--- src/hw/xor_dir_pkg.sv ---
// Package: opcode fields, carriers and reset values for the XOR / direction-load decoder
package xor_dir_pkg;
    localparam int          INSTR_W         = 12;
    localparam int          DATA_W          = 8;
    localparam int          FADDR_W         = 5;
    // Direction-load: 0000 0000 0fff, only f = 6 is a valid port
    localparam logic [8:0]  DIR_LOAD_MATCH  = 9'h000;
    localparam int          DIR_LOAD_TOP    = 11;
    localparam int          DIR_LOAD_BOT    = 3;
    localparam logic [2:0]  DIR_PORT_SEL    = 3'h6;
    // Literal XOR: 1111 kkkk kkkk
    localparam logic [3:0]  XOR_LIT_MATCH   = 4'hF;
    localparam int          LIT_OP_BOT      = 8;
    localparam int          REG_OP_BOT      = 6;
    // Register XOR: 0001 10df ffff
    localparam logic [5:0]  XOR_REG_MATCH   = 6'h06;
    localparam int          DEST_BIT        = 5;
    // Reset values
    localparam logic [7:0]  ACC_RESET       = 8'h00;
    localparam logic [7:0]  DIR_RESET       = 8'hFF;

    // One fetched instruction
    typedef struct packed {
        logic               valid;
        logic [11:0]        word;
    } instr_t;

    // Write port into the file register array
    typedef struct packed {
        logic               en;
        logic [4:0]         addr;
        logic [7:0]         data;
    } file_wr_t;

    // Zero-flag update request
    typedef struct packed {
        logic               en;
        logic               value;
    } zflag_t;
endpackage

--- src/hw/xor_and_direction_load_exec.sv ---
// Decode and single-cycle execute of direction-load, literal XOR and register XOR
// Operation
// - The direction-load opcode with f equal to 6 copies the accumulator into that port's direction register in one cycle and touches no status flag.
// - The literal XOR opcode exclusive-ORs the accumulator with the 8-bit literal in one cycle.
// - The literal XOR result goes only to the accumulator.
// - The register XOR opcode exclusive-ORs the accumulator with the addressed file register (0 to 31) in one cycle.
// - With destination bit 0 the register XOR result goes to the accumulator and the file register is left alone.
// - With destination bit 1 the register XOR result goes to the file register and the accumulator is left alone.
`timescale 1ns/100ps
module xor_and_direction_load_exec (
    input  wire logic                core_clk,
    input  wire logic                arst_n,
    input  wire xor_dir_pkg::instr_t instr,
    input  wire logic [7:0]          file_rd_data,
    output logic [4:0]               file_rd_addr,
    output xor_dir_pkg::file_wr_t    file_wr,
    output xor_dir_pkg::zflag_t      zflag,
    output logic [7:0]               acc,
    output logic [7:0]               second_io_port_dir,
    output logic                     handled
);
    import xor_dir_pkg::*;

    // Decoded instruction class, at most one of the first three is high; is_xor_any follows either XOR
    logic                is_dir_load;
    logic                is_xor_lit;
    logic                is_xor_reg;
    logic                is_xor_any;

    // Register XOR destination, high selects the file register
    logic                dest_file;

    // Operand, result and zero test of whichever XOR is active
    logic [7:0]          operand;
    logic [7:0]          result;
    logic                result_zero;

    // Accumulator
    logic [7:0]          acc_q;
    logic [7:0]          acc_d;

    // Direction latch of the second port
    logic [7:0]          dir_q;
    logic [7:0]          dir_d;

    // Registered writeback into the file register array
    file_wr_t            file_wr_q;
    file_wr_t            file_wr_d;

    // Registered zero-flag update for the status register
    zflag_t              zflag_q;
    zflag_t              zflag_d;

    // Opcode decode
    always_comb begin
        // only port 6 is a legal target
        is_dir_load = instr.valid
                      && instr.word[DIR_LOAD_TOP:DIR_LOAD_BOT] == DIR_LOAD_MATCH
                      && instr.word[2:0] == DIR_PORT_SEL;
        is_xor_lit  = instr.valid
                      && instr.word[INSTR_W-1:LIT_OP_BOT] == XOR_LIT_MATCH;
        is_xor_reg  = instr.valid
                      && instr.word[INSTR_W-1:REG_OP_BOT] == XOR_REG_MATCH;
        is_xor_any  = is_xor_lit | is_xor_reg;
        dest_file   = instr.word[DEST_BIT];
    end

    // Register read address comes straight from the opcode
    assign file_rd_addr = instr.word[FADDR_W-1:0];

    // Refused opcodes leave this low and change nothing
    assign handled      = is_dir_load | is_xor_lit | is_xor_reg;

    // Second operand: literal field or the addressed file register
    always_comb begin
        operand = 8'h00;
        if (is_xor_lit) begin
            operand = instr.word[DATA_W-1:0];
        end else if (is_xor_reg) begin
            operand = file_rd_data;
        end
    end

    // Shared exclusive-OR, one cycle from the accumulator
    always_comb begin
        result      = acc_q ^ operand;
        result_zero = (result == 8'h00);
    end

    // Accumulator next value
    always_comb begin
        acc_d = acc_q;
        if (is_xor_lit) begin
            acc_d = result;
        end else if (is_xor_reg && !dest_file) begin
            acc_d = result;
        end
        // destination bit 1 keeps the accumulator
    end

    // Accumulator register
    always_ff @(posedge core_clk or negedge arst_n) begin
        if (!arst_n) begin
            acc_q <= ACC_RESET;
        end else begin
            acc_q <= acc_d;
        end
    end

    // Direction latch next value
    always_comb begin
        dir_d = dir_q;
        if (is_dir_load) begin
            dir_d = acc_q;
        end
    end

    // Direction latch register, all pins inputs after reset
    always_ff @(posedge core_clk or negedge arst_n) begin
        if (!arst_n) begin
            dir_q <= DIR_RESET;
        end else begin
            dir_q <= dir_d;
        end
    end

    // Writeback next value, a one-cycle strobe
    always_comb begin
        file_wr_d = '0;
        if (is_xor_reg && dest_file) begin
            // result back into the addressed register
            file_wr_d.en   = 1'b1;
            file_wr_d.addr = instr.word[FADDR_W-1:0];
            file_wr_d.data = result;
        end
        // the literal XOR never raises the strobe
    end

    // Writeback register; the array sees the write one cycle late
    always_ff @(posedge core_clk or negedge arst_n) begin
        if (!arst_n) begin
            file_wr_q <= '0;
        end else begin
            file_wr_q <= file_wr_d;
        end
    end

    // Zero-flag next value, a one-cycle strobe
    always_comb begin
        zflag_d = '0;
        if (is_xor_any) begin
            zflag_d.en    = 1'b1;
            zflag_d.value = result_zero;
        end
    end

    // Zero-flag register
    always_ff @(posedge core_clk or negedge arst_n) begin
        if (!arst_n) begin
            zflag_q <= '0;
        end else begin
            zflag_q <= zflag_d;
        end
    end

    // Registered outputs
    assign acc                = acc_q;
    assign second_io_port_dir = dir_q;
    assign file_wr            = file_wr_q;
    assign zflag              = zflag_q;

    // Hazard: a register XOR that writes back and an immediately following
    // read of the same register sees the old value, because the array
    // takes the write one edge after the instruction edge.
    // Callers that need the new value leave one cycle between them.

    // Limitation: only the second port has a direction latch here;
    // any other port number is refused and handled stays low.

    // Limitation: the zero flag is delivered as an update strobe only;
    // the status register outside keeps its value when the strobe is low.

    // Trade-off: the operand multiplexer is shared by both XOR forms,
    // which saves one eight-bit XOR at the cost of one mux level.

    // Note: nothing here depends on the instruction word when valid is low,
    // except the read address, which the array may use freely.

    // Note: reset values leave every port pin an input and the
    // accumulator clear, so a fresh core drives nothing out.
endmodule

--- config.mk ---
export PLATFORM = sky130hd
export DESIGN_NAME = xor_and_direction_load_exec
export DESIGN_NICKNAME = d
export VERILOG_FILES = /design/src/hw/xor_dir_pkg.sv /design/src/hw/xor_and_direction_load_exec.sv
export SDC_FILE = /design/constraint.sdc
export NUM_CORES = 1
export LEC_CHECK = 0
export ABC_AREA = 1
export BUFFER_PORTS_ARGS = -buffer_cell sky130_fd_sc_hd__buf_2
export CORE_UTILIZATION = 42
export DETAILED_ROUTE_END_ITERATION = 7
export PLACE_DENSITY_LB_ADDON = 0.25
export SYNTH_ARGS = -nofsm -noshare
export SYNTH_HDL_FRONTEND = slang
export SYNTH_SLANG_ARGS = --single-unit
--- constraint.sdc ---
create_clock -name core_clk -period 2.04 [get_ports core_clk]
set_clock_uncertainty 0.05 [all_clocks]
set_input_delay 0.204 -clock core_clk [delete_from_list [all_inputs] [get_ports core_clk]]
set_output_delay 0.204 -clock core_clk [all_outputs]
set_load 0.05 [all_outputs]
Word-level counts from Yosys, hierarchy flattened. Index checks and enable logic that the tools add are counted. Widths: inputs -> output; s select.

Multiplexer cells: 6. Magnitude comparators: 0. Div/mod/pow operators: 0. Equal/unequal tests: 3. Shifts and indexed selects: 0. Reduce and logical (&&, ||, !) cells: 10. Bitwise gates (word level): 4. $add $sub $neg: 0. $mul: 0.

Operator list (count): $mux 8 (4); $mux 14 (1); $logic_not 9->1 (1); $logic_not 8->1 (1); $xor 8x8->8 (1); $eq 6x3->1 const B (1); $logic_and 1x1->1 (6); $eq 4x4->1 const B (1); $eq 3x3->1 const B (1); $or 1x1->1 (3); $mux 2 (1); $reduce_bool 2->1 (1); $logic_not 1->1 (1).

Output and inout port bits: 38. Logic and storage cells: 30. Bits in latches: 0. Bits in read-only memories: 0. Memories kept: 0. Memory bits (writable): 0. Input bits: 23. Register bits after elaboration: 32.

Logic depth before layout (Yosys ltp). Gate-level depths: netlist of the first run.

Depth after elaboration: 7. Mapped depth: 11. Gate-level depth less buffers: 11.

Worst setup path after synthesis of the first run. OpenSTA, ideal clock, no wires.

Kind: input-to-output. From: input port instr[10] (netlist name). To: output port handled. Path slack: 0.527 ns. Stages: 6. Arrival: 1.259 ns. Required time: 1.786 ns. Buffers on the path: 1. Cells stage by stage: inv_1 > nand2_1 > nor4_1 > nand3_2 > buf_6 > nand2_1.

Word-level cells in the longest chain between the ends: 5. Elaborated cells between the ends (all ways): 9. Classes of those cells: eq/ne: 2; bitwise: 2; reduce/logical: 5.

Ends and longest elaborated chain: from (decl) (line xor_and_direction_load_exec.sv:13) `input wire xor_dir_pkg::instr_t instr,`; $logic_not 9->1 (line xor_and_direction_load_exec.sv:58) `&& instr.word[DIR_LOAD_TOP:DIR_LOAD_BOT] == DIR_LOAD_MATCH`; $logic_and 1x1->1 (line xor_and_direction_load_exec.sv:58); $logic_and 1x1->1 (line xor_and_direction_load_exec.sv:59) `&& instr.word[2:0] == DIR_PORT_SEL;`; $or 1x1->1 (line xor_and_direction_load_exec.sv:72) `assign handled = is_dir_load | is_xor_lit | is_xor_reg;`; $or 1x1->1 (*) (line xor_and_direction_load_exec.sv:72); to (decl) (line xor_and_direction_load_exec.sv:20) `output logic handled`.

Every way passes the cells marked *; elsewhere a longest branch is shown, timed or not.

Final worst setup path of the first run. Same ends and word-level chain as after synthesis.

==> impl_metrics.py, run 1 <==
metrics = {
    "placement": {
        "place_inst": 281,
        "routabilityCongestion": 0.817,
        "port_buffers": 60,
        "post-dp-hpwl_mm": 2.71,
        "post-place-ws_ns": 0.452,
    },
    "detailed_routing": {
        "wl_per_cell_um": 12.2,
        "vias_per_cell": 4.70,
        "wirelength_mm": 3.53,
        "drc": 0,
        "first_iter_violations": 81,
        "final_antenna_net_count": 0,
        "vias": 1364,
        "dr.pass1.iters": 4,
    },
    "sta": {
        "max_slew_margin_pct": 53.8,
        "rsz0062_at_grt": "no",
        "period_minus_slack_ns": 1.48,
        "timing.hold.ws_ns": 0.115,
        "post-route-period-util_pct": 72.6,
        "setup_slack_ns": 0.560,
        "setup_viol": 0,
        "fin_tns_setup_ns": 0,
        "tightest_slew_ns": 0.693,
        "hold_viol_final": 0,
        "max_freq_mhz": 675,
        "slew_viol_final": 0,
    },
    "power_and_ir_drop": {
        "seqPwrFrac_pct": 45.7,
        "power_switching_mw": 0.530,
        "leakage_nw": 1.12,
        "power.density_nw_per_um2": 780,
        "clockPowerShare_pct": 29.5,
        "switching_share_pct": 34.6,
        "max-vdd-ir-drop_mv": 0.409,
        "internal_power_mw": 1.00,
        "p_comb_share_pct": 24.8,
    },
    "clock_tree": {
        "cts_setup_buffers": 0,
        "clock_tree.buffer_depth": 2,
        "cts_num_sinks": 32,
        "cts_root_buf": "clkbuf_8",
        "cts_buffers": 5,
        "insertion_delay_ns": 0.28,
        "cts_tree": "yes",
        "h-tree-depth": 2,
        "clkTransAtPathRegs_ns": 0.06,
        "cts_hold_buf": 1,
        "cts_resized": 0,
    },
    "final_layout": {
        "utilization_pct": 57.0,
        "antenna_cells": 0,
        "stdcell_count": 290,
        "post_route_cells_drive_above_1_share_pct": 43.4,
        "nNetsFinal": 266,
        "area_growth_pct": 25.2,
    },
    "setup_path": {
        "crit_fanout": 6,
        "crit_path_end_kind": "primary output",
        "worstSetupPathType": "primary input to primary output",
        "max_stage_delay_ns": 0.25,
        "critPathBufInv": 4,
        "worstPathRequired_ns": 1.79,
        "critPathSlowestCell": "buf_2",
        "cp.arrival_ns": 1.23,
        "crit_family": "simple AND/OR/NAND/NOR gates",
        "crit_path_start_kind": "primary input",
        "crit_path_cell_trace": "buf_2 -> inv_1 -> nand2_1 -> nor2_4 -> nand2_4 -> clkinv_2 -> nor2_1 -> nand2_1 -> buf_2",
    },
    "grt": {
        "grt.overflow.total": 0,
        "grt_pass1_vias": 1384,
        "grt.total_usage_pct": 20.2,
        "grt_max_degree": 33,
        "antenna_found_initial": 0,
        "grt_pass1_wl_mm": 6.20,
    },
    "floorplanning": {
        "die_h_um": 63.1,
        "dieArea_um2": 3980,
        "rows": 21,
        "core_um2": 3440,
        "ios": 61,
        "die-width_um": 63.1,
        "start_util_pct": 45.5,
    },
    "logic_synthesis": {
        "ys_types": 20,
        "avgSynthCellArea_um2": 8.61,
        "syn-num-nets": 205,
        "yosysSeqAreaShare_pct": 51.7,
        "ys.warnings.count": 0,
        "ys_ff_latch": 32,
        "netlist_area_um2": 1570,
        "synth_cells": 182,
    },
    "min_path": {
        "min-delay-path-class": "primary input to register",
    },
    "run_status": {
        "status": "finished clean",
    },
    "job": {
        "cap_violations": 0,
    },
}
layout make-up:
| class | count | area (um^2) |
|---|---|---|
| fill | 337 | 1480 |
| sequential | 32 | 811 |
| multi-input combinational | 116 | 597 |
| timing repair buffer | 62 | 318 |
| inverter | 26 | 98.8 |
| clock buffer | 7 | 76.3 |
| tap | 46 | 57.6 |
| clock inverter | 1 | 5.00 |
state kept, by name (all words and copies together) (netlist names):
signal / cells
second_io_port_dir: 8
file_wr: 14
zflag: 2
acc: 8
layer usage:
layer	global-route usage, %	wire (um)	vias to the layer above
li1	-	-	685
met1	25.7	1610	634
met2	33.7	1710	40
met3	4.53	170	5
met4	6.98	36	0
met5	0	0	-
logic make-up (layout without fill, tap and decap cells):
kind of cell	count (synthesis)	after routing	share of synthesized area, %
compound gates	23	23	9.74
simple gates	93	93	28.3
flops	32	32	51.7
buf+inv	34	96	10.2
per-stage QoR:
step	total power, mW	instance area (um^2)
final	1.53	1960
after global routing	1.62	1960
after CTS	1.54	1960
after detailed placement	1.09	1870
after global placement	1.09	1870
after floorplan	0.981	1570
power by group through the flow:
stage / Combinational [mW] / Sequential, mW / Clock (mW)
2_1_floorplan: 0.154 / 0.826 / 0
3_3_place_gp: 0.377 / 0.710 / 0
3_5_place_dp: 0.381 / 0.710 / 0
4_1_cts: 0.382 / 0.700 / 0.463
5_1_grt: 0.415 / 0.704 / 0.497
6_report: 0.380 / 0.699 / 0.451
cells in the final DEF (no fill, tap or decap):
cell type / synthesis / layout
nor2_1: 13 / 13
nor4_1: 2 / 2
inv_1: 20 / 20
inv_2: 5 / 5
nor3_1: 1 / 1
dfstp_2: 8 / 8
clkinv_2: 1 / 2
nand2_1: 44 / 44
buf_2: 1 / 60
clkbuf_8: 0 / 5
nand3_2: 1 / 1
clkbuf_1: 0 / 2
dlygate4sd3_1: 0 / 1
o21ai_2: 10 / 10
nor2_4: 4 / 4
nand3_1: 18 / 18
o21ai_1: 8 / 8
nand2_2: 9 / 9
dfrtp_1: 24 / 24
a21oi_1: 5 / 5
nand2_4: 1 / 1
buf_4: 6 / 1
worst paths after layout:
kind                                       start                     to  slack, ns  cells past startpoint
max                                    instr[10]                handled       0.56                      9
min                                     instr[0]             file_wr[8]       0.11                      3
max reg2reg                               acc[6]               zflag[0]       0.90                      5
min reg2reg                second_io_port_dir[3]  second_io_port_dir[3]       0.42                      2
max in group asynchronous                 arst_n             file_wr[3]       1.04                      2
min in group asynchronous                 arst_n            file_wr[12]       0.46                      2
synthesized netlist by cell type:
library cell	instances	area, um^2
a21oi_1	5	25.0
buf_2	1	5.00
buf_4	6	45.0
buf_6	1	11.3
clkinv_2	1	5.00
dfrtp_1	24	601
dfstp_2	8	210
inv_1	20	75.1
inv_2	5	18.8
nand2_1	44	165
nand2_2	9	56.3
nand2_4	1	11.3
nand3_1	18	90.1
nand3_2	1	10.0
nor2_1	13	48.8
nor2_4	4	45.0
nor3_1	1	5.00
nor4_1	2	12.5
o21ai_1	8	40.0
o21ai_2	10	87.6
worst reg2reg max path, stage by stage (launching register included):
cell	delay, ns
dfrtp_1	0.41
inv_1	0.13
nand3_1	0.10
nand2_2	0.10
nand3_1	0.10
nor2_1	0.16
Note: power is estimated with default switching activity, not from simulation.
==> run 2, diff against run 1 <==
--- a/config.mk
+++ b/config.mk
@@ -5,7 +5,7 @@
 export SDC_FILE = /design/constraint.sdc
 export NUM_CORES = 1
 export LEC_CHECK = 0
-export ABC_AREA = 1
+export ABC_AREA = 0
 export BUFFER_PORTS_ARGS = -buffer_cell sky130_fd_sc_hd__buf_2
 export CORE_UTILIZATION = 42
 export DETAILED_ROUTE_END_ITERATION = 7
==> constraint.sdc (replaced) <==
create_clock -name core_clk -period 1.26 [get_ports core_clk]
set_clock_uncertainty 0.05 [all_clocks]
set_input_delay 0.126 -clock core_clk [delete_from_list [all_inputs] [get_ports core_clk]]
set_output_delay 0.126 -clock core_clk [all_outputs]
set_load 0.05 [all_outputs]
==> impl_metrics.py, run 2 <==
metrics = {
    "grt": {
        "antenna_found_initial": 0,
        "grt.overflow.total": 0,
        "grt_pass1_wl_mm": 6.65,
        "grt_pass1_vias": 1481,
        "grt_max_degree": 25,
        "grt.total_usage_pct": 22.3,
    },
    "sta": {
        "max_freq_mhz": 749,
        "max_slew_margin_pct": 66.1,
        "slew_viol_final": 0,
        "setup_viol": 1,
        "post-route-period-util_pct": 106,
        "rsz0062_at_grt": "yes",
        "period_minus_slack_ns": 1.34,
        "tightest_slew_ns": 0.508,
        "setup_slack_ns": -0.0754,
        "timing.hold.ws_ns": 0.0258,
        "hold_viol_final": 0,
    },
    "floorplanning": {
        "dieArea_um2": 3910,
        "start_util_pct": 45.0,
        "core_um2": 3420,
        "die_h_um": 62.5,
        "ios": 61,
        "die-width_um": 62.5,
        "rows": 21,
    },
    "power_and_ir_drop": {
        "seqPwrFrac_pct": 36.4,
        "power.density_nw_per_um2": 1410,
        "clockPowerShare_pct": 18.6,
        "max-vdd-ir-drop_mv": 1.20,
        "p_comb_share_pct": 45.1,
        "internal_power_mw": 2.08,
        "switching_share_pct": 38.3,
        "leakage_nw": 1.36,
        "power_switching_mw": 1.29,
    },
    "detailed_routing": {
        "vias_per_cell": 5.29,
        "dr.pass1.iters": 4,
        "wl_per_cell_um": 15.3,
        "final_antenna_net_count": 0,
        "wirelength_mm": 4.16,
        "first_iter_violations": 37,
        "drc": 0,
        "vias": 1439,
    },
    "run_status": {
        "violations": "negative setup slack",
        "status": "finished, violations left",
    },
    "logic_synthesis": {
        "async_flop_share_pct": 100,
        "synth_top_area_share_pct": 39.1,
        "synth_common_cells": "and3_1 (25), dfrtp_1 (24)",
        "yosysTopAreaCell": "dfrtp_1",
        "ys.warnings.count": 0,
        "yosysSeqAreaShare_pct": 52.7,
        "synth_area_leaders": "dfrtp_1 (39%), dfstp_2 (14%), and3_1 (10%)",
        "syn-num-nets": 157,
        "yosys.cell_count.top_type": "and3_1",
        "netlist_area_um2": 1540,
        "avgSynthCellArea_um2": 11.5,
        "ys_ff_latch": 32,
        "ys_types": 32,
        "synth_edf_count": 0,
        "ys.flop_type": "dfrtp_1",
        "synth_cells": 134,
    },
    "clock_tree": {
        "insertion_delay_ns": 0.34,
        "h-tree-depth": 2,
        "cts_buffers": 5,
        "cts_num_sinks": 32,
        "clkTransAtPathRegs_ns": 0.11,
        "cts_root_buf": "clkbuf_4",
        "clock_tree.buffer_depth": 2,
        "cts_tree": "yes",
    },
    "setup_path": {
        "crit_path_end_kind": "register",
        "cp.arrival_ns": 1.57,
        "crit_fanout": 2,
        "crit_path_start_kind": "register",
        "worstPathRequired_ns": 1.49,
        "worstSetupPathType": "register to register",
    },
    "min_path": {
        "min-delay-path-class": "primary input to register",
    },
    "final_layout": {
        "area_growth_pct": 55.3,
        "final_cell_mix": "buf_2 (42), and3_1 (25), buf_4 (22)",
        "final_common_cell": "buf_2",
        "antenna_cells": 0,
        "post_route_cells_drive_above_1_share_pct": 58.4,
        "nNetsFinal": 248,
        "largest_reg_flops": 14,
        "design_area_um2": 2390,
        "nFillCells": 235,
        "stdcell_count": 272,
        "utilization_pct": 69.9,
    },
    "placement": {
        "port_buffers": 60,
        "post-dp-hpwl_mm": 3.04,
        "postPlaceCellArea_um2": 2070,
        "place_inst": 259,
        "post-place-ws_ns": -0.382,
        "routabilityCongestion": 0.842,
    },
    "job": {
        "cap_violations": 0,
    },
}
## run 2: cell types whose count changed after synthesis, sizes merged, moves of 10 or more
cell   previous run  this run
inv              25         2
nand2            54         7
nand3            19         1
and3              0        26
o21ai            18         8
nor2             17         3
## run 2: layout make-up
cell class | instances | area, um^2 | area share (%)
repair buffers | 91 | 704 | 29.5
multi-input cells | 93 | 738 | 30.9
inverters | 2 | 7.51 | 0.314
flip-flops and latches | 32 | 820 | 34.3
clock buffers | 6 | 51.3 | 2.15
clock inverters | 2 | 10.0 | 0.419
well taps | 46 | 57.6 | 2.41
## run 2: kinds of logic (layout without fill, tap and decap cells)
group / count (synthesis) / count (layout) / synth area share, %
AO/OA/AOI/OAI: 21 / 21 / 9.20
XOR/XNOR: 9 / 9 / 5.13
buffers and inverters: 10 / 101 / 4.23
flip-flops: 32 / 32 / 52.7
multiplexers: 9 / 9 / 6.51
AND/OR/NAND/NOR: 53 / 54 / 22.2
## run 2: repair_timing
action | CTS | global route
cloned | 0 | 1
pin swaps | 4 | 6
resized for setup | 30 | 28
hold buffers | 1 | 0
endpoints found under the hold margin | 14 | 0
buffers inserted | 1 | 2
setup endpoints to repair | 18 | 21
## run 2: worst paths after layout
kind | endpoint | start | depth (start not counted) | slack [ns]
hold / removal | acc[5] | file_rd_data[5] | 3 | 0.03
setup reg to reg | zflag[0] | acc[0] | 3 | -0.08
min in group asynchronous | file_wr[13] | arst_n | 2 | 0.22
max in group asynchronous | file_wr[9] | arst_n | 3 | 0.44
setup / recovery | zflag[0] | acc[0] | 3 | -0.08
hold reg to reg | acc[1] | acc[1] | 2 | 0.53
## run 2: critical path: stages (launching register included)
cell and delay (ns):
dfrtp_2 0.42, or3_4 0.35, a221oi_4 0.27, and4_1 0.20
## run 2: power by group through the flow
stage | Clock, mW | Sequential [mW] | Combinational, mW
5_1_grt | 0.686 | 1.24 | 1.60
4_1_cts | 0.634 | 1.22 | 1.36
2_1_floorplan | 0 | 1.69 | 0.298
3_3_place_gp | 0 | 1.23 | 1.18
3_5_place_dp | 0 | 1.23 | 1.20
6_report | 0.627 | 1.23 | 1.52
## run 2: metrics by stage
step                power [mW]  setup TNS (ns)
floorplan                 1.99           -1.67
global placement          2.40           -4.58
detailed placement        2.44           -4.74
CTS                       3.21          -0.110
global route              3.52          -0.221
finish                    3.37         -0.0754
## run 2: routing by layer
metal | vias up | track usage, % | part of all wire (%)
li1 | 673 | - | -
met1 | 688 | 25.3 | 40
met2 | 66 | 39.4 | 51
met3 | 12 | 4.93 | 5.5
met4 | 0 | 11.0 | 2.8
met5 | - | 0 | 0
==> run 3, diff against run 2 <==
--- a/config.mk
+++ b/config.mk
@@ -10,6 +10,7 @@
 export CORE_UTILIZATION = 42
 export DETAILED_ROUTE_END_ITERATION = 7
 export PLACE_DENSITY_LB_ADDON = 0.25
+export SETUP_SLACK_MARGIN = 0.3
 export SYNTH_ARGS = -nofsm -noshare
 export SYNTH_HDL_FRONTEND = slang
 export SYNTH_SLANG_ARGS = --single-unit
==> impl_metrics.py, run 3 (synthesis results as in run 2) <==
metrics = {
    "setup_path": {
        "crit_path_start_kind": "primary input",
        "worstReg2RegEnd": "zflag[0]",
        "worstPathRequired_ns": 1.49,
        "reg2reg_from": "acc[5]",
        "cp-startpoint": "instr[12]",
        "crit_fanout": 8,
        "r2r_cells": 3,
        "cp.arrival_ns": 1.65,
        "crit_path_end_kind": "register",
        "worstSetupPathType": "primary input to register",
        "rrSetupSlack_ns": -0.13,
        "crit_end": "zflag[0]",
    },
    "floorplanning": {
        "dieArea_um2": 3910,
        "ios": 61,
        "die-width_um": 62.5,
        "core_um2": 3420,
        "start_util_pct": 45.0,
        "rows": 21,
        "die_h_um": 62.5,
    },
    "detailed_routing": {
        "first_iter_violations": 62,
        "dr.pass1.iters": 4,
        "wl_per_cell_um": 20.6,
        "drc": 0,
        "wirelength_mm": 6.08,
        "final_antenna_net_count": 0,
        "vias_per_cell": 5.53,
        "vias": 1636,
    },
    "clock_tree": {
        "clock_tree.buffer_depth": 2,
        "cts_buffers": 5,
        "cts_root_buf": "clkbuf_4",
        "insertion_delay_ns": 0.35,
        "h-tree-depth": 2,
        "cts_tree": "yes",
        "cts_num_sinks": 32,
        "clkTransAtPathRegs_ns": 0.10,
    },
    "placement": {
        "routabilityCongestion": 0.807,
        "port_buffers": 60,
        "postPlaceCellArea_um2": 2120,
        "post-dp-hpwl_mm": 2.92,
        "post-place-ws_ns": -0.449,
    },
    "sta": {
        "tightest_slew_ns": 0.411,
        "max_freq_mhz": 705,
        "slew_viol_final": 0,
        "rsz0062_at_grt": "yes",
        "fin_tns_setup_ns": -0.460,
        "period_minus_slack_ns": 1.42,
        "setup_slack_ns": -0.158,
        "setup_viol": 6,
        "max_slew_margin_pct": 72.6,
        "post-route-period-util_pct": 113,
        "hold_viol_final": 0,
    },
    "final_layout": {
        "nFillCells": 108,
        "area_growth_pct": 103,
        "design_area_um2": 3120,
        "final_cell_mix": "buf_6 (48), buf_4 (25), buf_2 (21)",
        "nNetsFinal": 272,
        "antenna_cells": 0,
        "post_route_cells_drive_above_1_share_pct": 77.6,
        "utilization_pct": 91.3,
        "final_common_cell": "buf_6",
        "largest_reg_flops": 14,
    },
    "grt": {
        "grt_max_degree": 20,
        "grt_pass1_vias": 1632,
        "antenna_found_initial": 0,
        "grt_pass1_wl_mm": 8.22,
        "grt.overflow.total": 0,
        "grt.total_usage_pct": 28.1,
    },
    "min_path": {
        "min-delay-path-class": "primary input to register",
    },
    "power_and_ir_drop": {
        "leakage_nw": 1.54,
        "power.density_nw_per_um2": 1340,
        "max-vdd-ir-drop_mv": 1.26,
    },
    "job": {
        "cap_violations": 0,
    },
    "run_status": {
        "violations": "negative setup slack",
        "status": "finished, violations left",
    },
}
-- run 3: power by group --
group | switching [mW] | internal [mW]
combinational | 1.05 | 1.09
sequential | 0.0974 | 1.16
clock | 0.378 | 0.416
total | 1.53 | 2.66
-- run 3: how the worst min path moves through the flow --
| stage | start | end | slack, ns | cells past startpoint |
|---|---|---|---|---|
| after global placement | arst_n | file_wr[2] | 0.008 | 1 |
| final | instr[3] | file_wr[11] | 0.05 | 2 |
| after detailed placement | arst_n | file_wr[2] | 0.02 | 1 |
| after CTS | instr[1] | file_wr[9] | 0.04 | 2 |
| after global routing | instr[3] | file_wr[11] | 0.05 | 2 |
| after floorplan | arst_n | acc[0] | -0.22 | 0 |
-- run 3: critical path: stages --
cell and delay (ns):
buf_6 0.09, nor3b_4 0.14, buf_4 0.13, buf_6 0.13, and3_4 0.15, or3_4 0.39, a221oi_2 0.26, and4_1 0.22
-- run 3: layer usage --
layer / vias to the layer above / part of all wire (%) / global-route usage [%]
li1: 716 / - / -
met1: 820 / 39 / 33.5
met2: 80 / 52 / 49.5
met3: 20 / 5.6 / 5.47
met4: 0 / 3.2 / 11.0
met5: - / 0 / 0
-- run 3: layout make-up --
class	instances	area, um^2	area share (%)
inverter	2	12.5	0.401
multi-input combinational	92	978	31.4
tap	46	57.6	1.85
sequential	32	820	26.3
clock buffer	6	41.3	1.32
clock inverter	2	35.0	1.12
timing repair buffer	116	1170	37.6
-- run 3: timing repair --
action / 4_1_cts / 5_1_grt
resized for setup: 142 / 44
hold buffers: 1 / 0
pin swaps: 29 / 23
endpoints found under the hold margin: 28 / 0
endpoints found under the setup margin: 64 / 64
buffers inserted: 15 / 13
-- run 3: through the flow --
stage / hold slack, ns / std cells / power, mW
floorplan: -0.220 / 134 / 2.00
CTS: 0.0382 / 283 / 3.78
detailed placement: 0.0226 / 259 / 2.44
global route: 0.0482 / 296 / 4.32
global placement: 0.00808 / 259 / 2.41
finish: 0.0469 / 296 / 4.19
